--- config.mk ---
export PLATFORM = sky130hd
export DESIGN_NAME = byte_load_decoder
export DESIGN_NICKNAME = d
export VERILOG_FILES = /design/src/logic/byte_load_pkg.sv /design/src/logic/byte_load_decoder.sv
export VERILOG_INCLUDE_DIRS = /design/src /design/src/logic
export SDC_FILE = /design/constraint.sdc
export NUM_CORES = 1
export LEC_CHECK = 0
export ABC_AREA = 1
export BUFFER_PORTS_ARGS = -buffer_cell sky130_fd_sc_hd__buf_2
export CORE_ASPECT_RATIO = 1.75
export CORE_MARGIN = 2
export CORE_UTILIZATION = 40
export CTS_CLUSTER_SIZE = 20
export DETAILED_ROUTE_END_ITERATION = 7
export PLACE_DENSITY_LB_ADDON = 0.15
export REMOVE_ABC_BUFFERS = 1
export SYNTH_ARGS = -nofsm -noshare
export SYNTH_HDL_FRONTEND = slang
export SYNTH_SLANG_ARGS = --single-unit
--- constraint.sdc ---
create_clock -name i_mclk -period 2.8 [get_ports i_mclk]
set_input_delay 0.14 -clock i_mclk [delete_from_list [all_inputs] [get_ports i_mclk]]
set_output_delay 0.14 -clock i_mclk [all_outputs]
set_load 0.01 [all_outputs]
--- src/logic/byte_load_cfg.svh ---
// opcode codes, decode masks, field positions and reset values
`ifndef BYTE_LOAD_CFG_SVH
`define BYTE_LOAD_CFG_SVH

`define OP_PREFIX 8'hce
`define OP_PAGE_X 8'hc6
`define OP_PAGE_Y 8'hc7
`define OP_ST_BR_IMM 8'hdd
`define OP_ST_HL_IMM 8'hb5
`define OP_ST_IR_IMM 8'hb6
`define OP_LD_BR 8'h44
`define OP_LD_HL 8'h45
`define OP_CP_BR_HL 8'h6c
`define OP_CP_BR_IR 8'h64
`define OP_CP_HL_BR 8'h7d
`define OP_CP_HL_HL 8'h6d
`define OP_CP_HL_IR 8'h65
`define OP_LD_ABS 8'hd0

`define MASK_REG 8'he7
`define MASK_IR_PTR 8'hef
`define MASK_IR_IMM 8'hfe
`define MASK_ABS 8'hfc

`define REG_FIELD_HI 4
`define REG_FIELD_LO 3
`define ABS_FIELD_HI 1
`define ABS_FIELD_LO 0
`define IR_BIT_PTR 4
`define IR_BIT_IMM 0
`define PAGE_SEL_BIT 0

`define PAGE_RESET 8'h00
`define SMALL_PAGE 8'h00
`define BYTE_RESET 8'h00
`define ADDR_RESET 16'h0000

`endif

--- src/logic/byte_load_pkg.sv ---
// types shared by the byte load decoder
package byte_load_pkg;

    typedef enum logic [5:0] {
        S_OP  = 6'b000001,
        S_PFX = 6'b000010,
        S_B1  = 6'b000100,
        S_B2  = 6'b001000,
        S_RD  = 6'b010000,
        S_WR  = 6'b100000
    } state_t;

    typedef enum logic [3:0] {
        K_PAGE,
        K_ST_IMM,
        K_ST_BR_IMM,
        K_LD_BR,
        K_CP_BR,
        K_LD_ABS,
        K_LD_HL,
        K_CP_HL_BR,
        K_CP_HL
    } kind_t;

    typedef enum logic [1:0] {
        D_HL,
        D_IX,
        D_IY
    } dst_t;

    typedef enum logic [1:0] {
        R_ACC = 2'b00,
        R_ACC2 = 2'b01,
        R_PTR_LO = 2'b10,
        R_PTR_HI = 2'b11
    } reg_sel_t;

endpackage

--- src/logic/byte_load_decoder.sv ---
// decode and execute of the 8-bit load group with data bus sequencing
`timescale 1ns/1ps
`include "byte_load_cfg.svh"

// Overview of operation
// - prefix then X page code loads next byte into x_data_page, 3 cycles
// - prefix then C7H loads next byte into y_data_page, 3 cycles
// - page loads are refused when the core runs small memory models
// - DDH, low byte, immediate: immediate written to base-plus-low, 4 cycles
// - base-plus-low address is base high byte over operand low byte
// - B5H with immediate stores it at pair_pointer, 3 cycles
// - B6H/B7H store immediate at index_x/index_y by low bit, 3 cycles
// - large models page index_x by x page and index_y by y page
// - large models page pointer and absolute forms by extended_page_sel
// - opcode bits 4:3, or bits 1:0 after the prefix, pick accumulator, second accumulator, low, high
// - 44H/4CH/54H/5CH with low byte load base-plus-low into register, 3 cycles
// - 6CH copies base-plus-low byte to pair_pointer location, 4 cycles
// - 64H/74H copy base-plus-low byte to index_x/index_y location, 4 cycles
// - prefix D0H-D3H, low then high byte, load 16-bit address, 5 cycles
// - 45H/4DH/55H/5DH load pair_pointer byte into register, 2 cycles
// - 7DH with low byte copies pair_pointer byte to base-plus-low, 4 cycles
// - 6DH copies pair_pointer byte onto itself in only 3 cycles
// - 65H/75H copy pair_pointer byte to index_x/index_y location, 3 cycles
module byte_load_decoder (
    input wire logic i_mclk,
    input wire logic i_rst,
    input wire logic i_wait,
    input wire logic i_large_model,
    input wire logic [7:0] i_code_byte,
    output logic o_fetch_req,
    input wire logic [7:0] i_base_high,
    input wire logic [15:0] i_pair_pointer,
    input wire logic [15:0] i_index_x,
    input wire logic [15:0] i_index_y,
    input wire logic [7:0] i_extended_page_sel,
    output logic [7:0] o_x_data_page,
    output logic [7:0] o_y_data_page,
    output logic [15:0] o_mem_addr,
    output logic [7:0] o_mem_page,
    output logic [7:0] o_mem_wdata,
    output logic o_mem_rd,
    output logic o_mem_wr,
    input wire logic [7:0] i_mem_rdata,
    output logic o_reg_we,
    output logic [1:0] o_reg_sel,
    output logic [7:0] o_reg_data,
    output logic o_flags_we,
    output logic o_unhandled,
    output logic o_unavail,
    output logic o_busy
);

    // ********************
    // state and decode signals
    // ********************
    byte_load_pkg::state_t state_r;
    byte_load_pkg::kind_t kind_r;
    byte_load_pkg::dst_t dst_r;
    logic [1:0] sel_r;
    logic page_y_r;
    logic [7:0] low_r;
    logic [7:0] x_page_r;
    logic [7:0] y_page_r;
    logic [15:0] addr_r;
    logic [7:0] page_r;
    logic [7:0] wdata_r;
    logic reg_we_r;
    logic [7:0] reg_data_r;
    logic unhandled_r;
    logic unavail_r;
    logic adv;
    logic [7:0] op;
    logic [15:0] dst_addr;
    logic [7:0] dst_page;
    logic [7:0] ext_page;

    // a wait from the bus freezes every step so cycle counts stay exact
    assign adv = !i_wait;
    assign op = i_code_byte;

    // small models have no page registers on the bus, page reads as zero
    assign ext_page = i_large_model ? i_extended_page_sel : `SMALL_PAGE;

    // destination pointer and its page for stores and copies
    always_comb begin
        unique case (dst_r)
            byte_load_pkg::D_IX: begin
                dst_addr = i_index_x;
                dst_page = i_large_model ? x_page_r : `SMALL_PAGE;
            end
            byte_load_pkg::D_IY: begin
                dst_addr = i_index_y;
                dst_page = i_large_model ? y_page_r : `SMALL_PAGE;
            end
            default: begin
                dst_addr = i_pair_pointer;
                dst_page = ext_page;
            end
        endcase
    end

    // ********************
    // sequencer: one state per core cycle
    // ********************
    // each instruction walks op, optional prefix/operands, then an optional read and an optional write
    always_ff @(posedge i_mclk or posedge i_rst) begin
        if (i_rst) begin
            state_r <= byte_load_pkg::S_OP;
        end else if (adv) begin
            unique case (state_r)
                byte_load_pkg::S_OP: begin
                    if (op == `OP_PREFIX) begin
                        state_r <= byte_load_pkg::S_PFX;
                    end else if (op == `OP_CP_HL_BR) begin
                        state_r <= byte_load_pkg::S_B1;
                    end else if (op == `OP_CP_HL_HL) begin
                        state_r <= byte_load_pkg::S_RD;
                    end else if ((op & `MASK_REG) == `OP_LD_HL ||
                                 (op & `MASK_IR_PTR) == `OP_CP_HL_IR) begin
                        state_r <= byte_load_pkg::S_RD;
                    end else if (op == `OP_ST_BR_IMM || op == `OP_ST_HL_IMM ||
                                 (op & `MASK_IR_IMM) == `OP_ST_IR_IMM ||
                                 (op & `MASK_REG) == `OP_LD_BR ||
                                 op == `OP_CP_BR_HL ||
                                 (op & `MASK_IR_PTR) == `OP_CP_BR_IR) begin
                        state_r <= byte_load_pkg::S_B1;
                    end
                end
                byte_load_pkg::S_PFX: begin
                    if (((op == `OP_PAGE_X || op == `OP_PAGE_Y) &&
                         i_large_model) ||
                        (op & `MASK_ABS) == `OP_LD_ABS) begin
                        state_r <= byte_load_pkg::S_B1;
                    end else begin
                        state_r <= byte_load_pkg::S_OP;
                    end
                end
                byte_load_pkg::S_B1: begin
                    unique case (kind_r)
                        byte_load_pkg::K_PAGE:
                            state_r <= byte_load_pkg::S_OP;
                        byte_load_pkg::K_ST_BR_IMM, byte_load_pkg::K_LD_ABS:
                            state_r <= byte_load_pkg::S_B2;
                        byte_load_pkg::K_ST_IMM:
                            state_r <= byte_load_pkg::S_WR;
                        default:
                            state_r <= byte_load_pkg::S_RD;
                    endcase
                end
                byte_load_pkg::S_B2: begin
                    if (kind_r == byte_load_pkg::K_ST_BR_IMM) begin
                        state_r <= byte_load_pkg::S_WR;
                    end else begin
                        state_r <= byte_load_pkg::S_RD;
                    end
                end
                byte_load_pkg::S_RD: begin
                    if (kind_r == byte_load_pkg::K_CP_BR ||
                        kind_r == byte_load_pkg::K_CP_HL_BR ||
                        kind_r == byte_load_pkg::K_CP_HL) begin
                        state_r <= byte_load_pkg::S_WR;
                    end else begin
                        state_r <= byte_load_pkg::S_OP;
                    end
                end
                default: state_r <= byte_load_pkg::S_OP;
            endcase
        end
    end

    // ********************
    // decode latches: kind, destination pointer, register field, low byte
    // ********************
    always_ff @(posedge i_mclk or posedge i_rst) begin
        if (i_rst) begin
            kind_r <= byte_load_pkg::K_LD_HL;
            dst_r <= byte_load_pkg::D_HL;
            sel_r <= byte_load_pkg::R_ACC;
            page_y_r <= 1'b0;
            low_r <= `BYTE_RESET;
        end else if (adv) begin
            if (state_r == byte_load_pkg::S_OP) begin
                // register field sits in bits 4:3 for the load forms
                sel_r <= op[`REG_FIELD_HI:`REG_FIELD_LO];
                if (op == `OP_CP_HL_BR) begin
                    kind_r <= byte_load_pkg::K_CP_HL_BR;
                end else if (op == `OP_CP_HL_HL) begin
                    kind_r <= byte_load_pkg::K_CP_HL;
                    dst_r <= byte_load_pkg::D_HL;
                end else if ((op & `MASK_REG) == `OP_LD_HL) begin
                    kind_r <= byte_load_pkg::K_LD_HL;
                end else if ((op & `MASK_IR_PTR) == `OP_CP_HL_IR) begin
                    kind_r <= byte_load_pkg::K_CP_HL;
                    dst_r <= op[`IR_BIT_PTR] ? byte_load_pkg::D_IY :
                                               byte_load_pkg::D_IX;
                end else if (op == `OP_ST_BR_IMM) begin
                    kind_r <= byte_load_pkg::K_ST_BR_IMM;
                end else if (op == `OP_ST_HL_IMM) begin
                    kind_r <= byte_load_pkg::K_ST_IMM;
                    dst_r <= byte_load_pkg::D_HL;
                end else if ((op & `MASK_IR_IMM) == `OP_ST_IR_IMM) begin
                    kind_r <= byte_load_pkg::K_ST_IMM;
                    dst_r <= op[`IR_BIT_IMM] ? byte_load_pkg::D_IY :
                                               byte_load_pkg::D_IX;
                end else if ((op & `MASK_REG) == `OP_LD_BR) begin
                    kind_r <= byte_load_pkg::K_LD_BR;
                end else if (op == `OP_CP_BR_HL) begin
                    kind_r <= byte_load_pkg::K_CP_BR;
                    dst_r <= byte_load_pkg::D_HL;
                end else if ((op & `MASK_IR_PTR) == `OP_CP_BR_IR) begin
                    kind_r <= byte_load_pkg::K_CP_BR;
                    dst_r <= op[`IR_BIT_PTR] ? byte_load_pkg::D_IY :
                                               byte_load_pkg::D_IX;
                end
            end else if (state_r == byte_load_pkg::S_PFX) begin
                sel_r <= op[`ABS_FIELD_HI:`ABS_FIELD_LO];
                page_y_r <= op[`PAGE_SEL_BIT];
                if ((op & `MASK_ABS) == `OP_LD_ABS) begin
                    kind_r <= byte_load_pkg::K_LD_ABS;
                end else begin
                    kind_r <= byte_load_pkg::K_PAGE;
                end
            end else if (state_r == byte_load_pkg::S_B1) begin
                low_r <= op;
            end
        end
    end

    // ********************
    // page registers
    // ********************
    // the prefix state already refused these in small models
    always_ff @(posedge i_mclk or posedge i_rst) begin
        if (i_rst) begin
            x_page_r <= `PAGE_RESET;
            y_page_r <= `PAGE_RESET;
        end else if (adv && state_r == byte_load_pkg::S_B1 &&
                     kind_r == byte_load_pkg::K_PAGE) begin
            if (page_y_r) begin
                y_page_r <= op;
            end else begin
                x_page_r <= op;
            end
        end
    end

    // ********************
    // bus address and page, set one cycle ahead so they leave flops
    // ********************
    always_ff @(posedge i_mclk or posedge i_rst) begin
        if (i_rst) begin
            addr_r <= `ADDR_RESET;
            page_r <= `SMALL_PAGE;
        end else if (adv) begin
            if (state_r == byte_load_pkg::S_OP) begin
                // pointer reads start straight after the opcode
                addr_r <= i_pair_pointer;
                page_r <= ext_page;
            end else if (state_r == byte_load_pkg::S_B1) begin
                if (kind_r == byte_load_pkg::K_ST_IMM) begin
                    addr_r <= dst_addr;
                    page_r <= dst_page;
                end else if (kind_r == byte_load_pkg::K_CP_HL_BR) begin
                    addr_r <= i_pair_pointer;
                    page_r <= ext_page;
                end else begin
                    addr_r <= {i_base_high, op};
                    page_r <= ext_page;
                end
            end else if (state_r == byte_load_pkg::S_B2) begin
                if (kind_r == byte_load_pkg::K_ST_BR_IMM) begin
                    addr_r <= {i_base_high, low_r};
                end else begin
                    addr_r <= {op, low_r};
                end
                page_r <= ext_page;
            end else if (state_r == byte_load_pkg::S_RD) begin
                if (kind_r == byte_load_pkg::K_CP_HL_BR) begin
                    addr_r <= {i_base_high, low_r};
                    page_r <= ext_page;
                end else begin
                    // same address for the self copy, no extra cycle
                    addr_r <= dst_addr;
                    page_r <= dst_page;
                end
            end
        end
    end

    // ********************
    // write data: immediate from the stream or the byte just read
    // ********************
    always_ff @(posedge i_mclk or posedge i_rst) begin
        if (i_rst) begin
            wdata_r <= `BYTE_RESET;
        end else if (adv) begin
            if ((state_r == byte_load_pkg::S_B1 &&
                 kind_r == byte_load_pkg::K_ST_IMM) ||
                state_r == byte_load_pkg::S_B2) begin
                wdata_r <= op;
            end else if (state_r == byte_load_pkg::S_RD) begin
                wdata_r <= i_mem_rdata;
            end
        end
    end

    // ********************
    // register file write port and event pulses
    // ********************
    always_ff @(posedge i_mclk or posedge i_rst) begin
        if (i_rst) begin
            reg_we_r <= 1'b0;
            reg_data_r <= `BYTE_RESET;
        end else begin
            reg_we_r <= adv && state_r == byte_load_pkg::S_RD &&
                        (kind_r == byte_load_pkg::K_LD_BR ||
                         kind_r == byte_load_pkg::K_LD_ABS ||
                         kind_r == byte_load_pkg::K_LD_HL);
            if (adv && state_r == byte_load_pkg::S_RD) begin
                reg_data_r <= i_mem_rdata;
            end
        end
    end

    // foreign codes after the prefix are flagged so the rest of the core can take them
    always_ff @(posedge i_mclk or posedge i_rst) begin
        if (i_rst) begin
            unhandled_r <= 1'b0;
            unavail_r <= 1'b0;
        end else begin
            unhandled_r <= adv && state_r == byte_load_pkg::S_PFX &&
                           op != `OP_PAGE_X && op != `OP_PAGE_Y &&
                           (op & `MASK_ABS) != `OP_LD_ABS;
            unavail_r <= adv && state_r == byte_load_pkg::S_PFX &&
                         !i_large_model &&
                         (op == `OP_PAGE_X || op == `OP_PAGE_Y);
        end
    end

    // ********************
    // outputs
    // ********************
    assign o_fetch_req = state_r == byte_load_pkg::S_OP ||
                         state_r == byte_load_pkg::S_PFX ||
                         state_r == byte_load_pkg::S_B1 ||
                         state_r == byte_load_pkg::S_B2;
    assign o_mem_rd = state_r == byte_load_pkg::S_RD;
    assign o_mem_wr = state_r == byte_load_pkg::S_WR;
    assign o_busy = state_r != byte_load_pkg::S_OP;
    assign o_mem_addr = addr_r;
    assign o_mem_page = page_r;
    assign o_mem_wdata = wdata_r;
    assign o_x_data_page = x_page_r;
    assign o_y_data_page = y_page_r;
    assign o_reg_we = reg_we_r;
    assign o_reg_sel = sel_r;
    assign o_reg_data = reg_data_r;
    assign o_unhandled = unhandled_r;
    assign o_unavail = unavail_r;
    // the flag file is never written by this group
    assign o_flags_we = 1'b0;

endmodule

# After elaboration in Yosys (flattened, before gate mapping)
# Cells that the tools add are included.
# word_totals
input_bits,84
elab_cells,162
regBits,82
# classes
eq_ne,39
bitwise,5
mux,57
reduce_logical,46
# ops
op,n
$mux 16,8
$mux 8,11
$mux 4,12
$mux 6,7
$eq 8x8->1 const B,5
$pmux 16 s2,1
$pmux 6 s5,1
$mux 2,13
$eq 8x7->1 const B,3
$eq 6x5->1 const B,3
$pmux 6 s3,1
$eq 4x3->1 const B,4
$logic_or 1x1->1,16
$ne 8x8->1 const B,2
$pmux 8 s2,1
$eq 7x6->1 const B,2
$eq 6x6->1 const B,2
$logic_and 1x1->1,12
$ne 6x6->1 const B,2
$reduce_and 2->1,6
$ne 11x11->1 const B,1
$eq 4x2->1 const B,2
$eq 7x7->1 const B,1
$reduce_and 7->1,1
other kinds (22),30

# Logic depth before layout (Yosys ltp)
# depth
depth_word,12
ltp_mapped,13
ltp_nobuf,12

# Worst setup path after synthesis
# Ideal clock, no wire load.
# synth_timing
kind,flip-flop to flip-flop
from,register kind_r[2]
to,register addr_r[9] (netlist: o_mem_addr[9])
stages_incl_launch_ff,12
path_slack_ns,1.175
setup_time_ns,0.116
t_arrival_ns,1.509
synth_period_minus_slack_ns,1.625
cell_sequence,dfstp_2 inv_1 nor2_4 nand2_2 buf_6 buf_6 nand2_1 o21ai_0 a21oi_1 nand3_1 nand2_1 nand2_1
# synth_between
elab_chain_cells,6
# synth_lines
item,line,rtl
start: declaration,byte_load_decoder.sv:57,byte_load_pkg::kind_t kind_r;
start signal: assignment,byte_load_decoder.sv:176,kind_r <= byte_load_pkg::K_LD_HL;
start signal: assignment,byte_load_decoder.sv:186,kind_r <= byte_load_pkg::K_CP_HL_BR;
start signal: assignment,byte_load_decoder.sv:188,kind_r <= byte_load_pkg::K_CP_HL;
$eq 4x3->1,"byte_load_decoder.sv:263, byte_load_decoder.sv:278",
$mux 16,byte_load_decoder.sv:278,if (kind_r == byte_load_pkg::K_CP_HL_BR) begin
$mux 16,byte_load_decoder.sv:277,end else if (state_r == byte_load_pkg::S_RD) begin
$mux 16,byte_load_decoder.sv:270,end else if (state_r == byte_load_pkg::S_B2) begin
$mux 16 (*),byte_load_decoder.sv:259,end else if (state_r == byte_load_pkg::S_B1) begin
$mux 16 (*),byte_load_decoder.sv:255,if (state_r == byte_load_pkg::S_OP) begin
end signal: assignment,byte_load_decoder.sv:257,addr_r <= i_pair_pointer;
end signal: assignment,byte_load_decoder.sv:261,addr_r <= dst_addr;
end signal: assignment,byte_load_decoder.sv:272,"addr_r <= {i_base_high, low_r};"
end: declaration,byte_load_decoder.sv:64,logic [15:0] addr_r;
# Every way passes the cells marked *; elsewhere a longest branch is shown, timed or not. The select of a mux whose other input is x is not followed.
# A chain may end at the register's enable or synchronous reset.

# Worst setup path in the final report
# layout_timing
from,register state_r[4]
to,register x_page_r[0] (netlist: o_x_data_page[0])
# layout_between
elab_chain_cells,4
# layout_lines
item,line,rtl
start: declaration,byte_load_decoder.sv:56,byte_load_pkg::state_t state_r;
start signal: assignment,byte_load_decoder.sv:108,state_r <= byte_load_pkg::S_OP;
start signal: assignment,byte_load_decoder.sv:113,state_r <= byte_load_pkg::S_PFX;
start signal: assignment,byte_load_decoder.sv:115,state_r <= byte_load_pkg::S_B1;
$eq 6x3->1,byte_load_decoder.sv:237,end else if (adv && state_r == byte_load_pkg::S_B1 &&
$logic_and 1x1->1 (2 in a row),byte_load_decoder.sv:237,
$reduce_and 2->1 (no line),n/a,
end signal: assignment,byte_load_decoder.sv:235,x_page_r <= `PAGE_RESET;
end signal: assignment,byte_load_decoder.sv:242,x_page_r <= op;
end: declaration,byte_load_decoder.sv:62,logic [7:0] x_page_r;
# Every way passes these cells.

==> reports/summary.txt <==
Post-route setup slack: 0.620 ns
First-pass GRT wire length: 28700 µm
Core footprint: 0.0135 mm²
Area leader, netlist: dfrtp_1
R2R depth: 6
TNS Setup: 0 ns
Xor/xnor cell area share of the yosys netlist: 0
RSZ-0062 raised after global routing: no
Status: completed
Tmin final: 2.18 ns
Synth warn: 0
Max-Cap Viols: 0
Clock latency on the worst-skew pair: 0.35 ns
Count of final hold-check violations: 0
Largest net degree at the start of global routing: 43
Die X: 92.8 µm
Fmax: 459 MHz
# resized after CTS: 0
Seq pwr share: 0.310
Via count: 5908
Root buf cell: clkbuf_16
Worst-Margin Slew: 0.742 ns
Setup crit start: state_r[4]
Adder-cell share of the synthesized area: 0.00453
Critical Path RT: 3.01 ns
Dpl hpwl: 13600 µm
Maximum vdd drop: 0.364 mV
# setup viols final: 0
Hold_buf cts: 2
WHS Path Cells: 3
Placed Area: 0.00644 mm²
GRT Util Overall: 0.244
Arr. time, crit path: 2.39 ns
Share of cells above drive strength 1: 0.210
Fin area: 0.00676 mm²
Ranking of synthesized cells by area: dfrtp_1 (36%), nand2_1 (25%), nand3_1 (6.7%), inv_1 (4.7%), nor2_1 (4.6%)
Area grow syn2layout: 22.5%
Synth Area in Compound Gates: 0.108
RD Place Congestion: 0.876
Crit path kind: reg2reg
Comb pwr share: 0.488
R2r setup slk: 0.62 ns
IO Count: 150
Antenna violations before repair: 0
Post-synth EDFFs: 0
Row cnt: 56
Slew HR: 0.505
Final setup skew: 0.00611 ns
Post-synth top flop: dfrtp_1
CTS Buf Count: 9
Die area: 0.0148 mm²
Synth Register Bits: 82
H-tree lvl count: 3
Simple-gate share of the synthesized area: 0.416
Buffer count from post-CTS setup fixing: 0
Seq/Total Area, Yosys: 0.372
Critical Path Start Type: flop
Most frequent cells in the layout: nand2_1 (369), buf_2 (148), dfrtp_1 (79), nand3_1 (74), inv_1 (68)
Synth top area share: 0.358
Pwr per Cell Area: 897 mW/mm²
Antenna viol nets, final: 0
Sw Share: 0.438
Max Root-Sink Buffers: 2
CTS tree: done
P_int: 3.41 mW
IO Port Bufs: 148
Drt initial violations: 241
Synth Area per Inst: 6.41 µm²
CP Max Fanout: 16
Post-Syn Instances: 861
Critical Path End Type: flop
Synth async-reset ratio: 1.00
Wire per inst: 15.0 µm
Netlist cell types: 35
Mapped Area: 0.00552 mm²
Crit share post-route: 0.779
Net Sw Power: 2.66 mW
P_leak: 3.94 nW
End of the worst register-to-register path: o_x_data_page[0]
Fin. max-slew vios: 0
Total congestion overflow after global routing: 0
Pre-Repair DR Iteration Count: 5
Hold/Removal Path Class: in2reg
Commonest non-fill, non-tap cell in the layout: nand2_1
N_diodes: 0
Initial Util: 0.410
Chip height: 159 µm
Vias/cell: 4.99
Number of global-route vias before repair: 5814
Reg-to-Reg Start: state_r[4]
Routed WL: 17800 µm
Clock sinks: 82
DP Worst Slack: 0.658 ns
Clock Pin Slew Worst Setup and Hold Paths: 0.07 ns
Nets: 1091
Post-synthesis mux area share: 0.0145
Capture point of the worst path: o_x_data_page[0]
Main combinational cell family by area after synthesis: simple AND/OR/NAND/NOR gates
Residual DRC: 0
Clk pwr share: 0.203
==> how the worst min path moves through the flow <==
stage                       endpoint  slack [ns]      startpoint
finish                 o_reg_data[1]        0.05  i_mem_rdata[1]
global route           o_reg_data[0]        0.05  i_mem_rdata[0]
CTS                    o_reg_data[0]        0.04  i_mem_rdata[0]
detailed placement  o_x_data_page[5]        0.29           i_rst
global placement       o_reg_data[7]        0.29           i_rst
floorplan                  o_unavail        0.21   i_large_model
==> flip-flops by register name (all words and copies together), names as in the netlist, 2 cells and up <==
name,cells
o_mem_addr,16
low_r,8
o_mem_page,8
o_mem_wdata,8
o_reg_data,8
o_x_data_page,8
o_y_data_page,8
state_r,6
kind_r,4
dst_r,2
o_reg_sel,2
==> worst max-delay path: stages (launching register included) <==
cell      delay, ns
dfrtp_1        0.46
nor2_4         0.20
nand3_2        0.29
nor2_1         0.33
nand3b_1       0.48
nand2_1        0.19
o21ai_1        0.09
==> cell usage after synthesis (2+ instances only) <==
master / count
a21oi_1: 30
o21ai_0: 30
dfrtp_1: 79
dfstp_2: 3
nand3_2: 3
nand2_1: 369
buf_2: 17
nor2_2: 3
o21ai_1: 38
nand4_1: 3
nand2_2: 4
clkbuf_1: 9
mux2i_1: 8
nor2_4: 6
a22o_1: 8
nor3_1: 4
nor2_1: 67
buf_4: 2
inv_1: 69
buf_6: 2
nand3b_1: 9
clkinv_1: 2
inv_2: 9
or2_2: 2
nand3_1: 74
ha_1: 2
==> stage by stage <==
step / hold slack (ns) / utilization / cells / power (mW)
after floorplan: 0.213 / - / 830 / 3.78
after global placement: 0.290 / 0.478 / 1166 / 4.85
after detailed placement: 0.293 / 0.478 / 1166 / 4.86
after CTS: 0.0430 / 0.503 / 1184 / 6.12
after global routing: 0.0544 / 0.503 / 1184 / 6.59
final: 0.0506 / 0.503 / 1184 / 6.07
==> power groups by stage <==
stage               sequential [mW]  clock, mW  combinational, mW
finish                         1.88       1.23               2.96
global route                   1.94       1.30               3.35
CTS                            1.88       1.25               2.99
detailed placement             1.89          0               2.97
global placement               1.90          0               2.95
floorplan                      2.01          0               1.77
==> layer usage <==
layer / vias to the layer above / part of all wire / track usage
met5: - / 0 / 0
met4: 0 / 0.030 / 0.0969
met3: 39 / 0.043 / 0.0379
met2: 157 / 0.53 / 0.443
met1: 2691 / 0.40 / 0.279
li1: 3021 / - / -
==> kinds of logic after synthesis <==
| group | count (synthesis) |
|---|---|
| compound gates | 110 |
| fa+ha+maj | 2 |
| buf+inv | 111 |
| flops | 82 |
| mux | 8 |
| other cells | 1 |
| simple gates | 547 |
==> area by class of cell <==
type | instances | area [µm²]
clock buffers | 10 | 229
clock inverters | 6 | 76.3
fillers | 1478 | 6690
inverters | 80 | 302
multi-input cells | 668 | 3000
flip-flops and latches | 82 | 2060
well taps | 174 | 218
repair buffers | 164 | 878
Power figures use the tool's default switching activity.
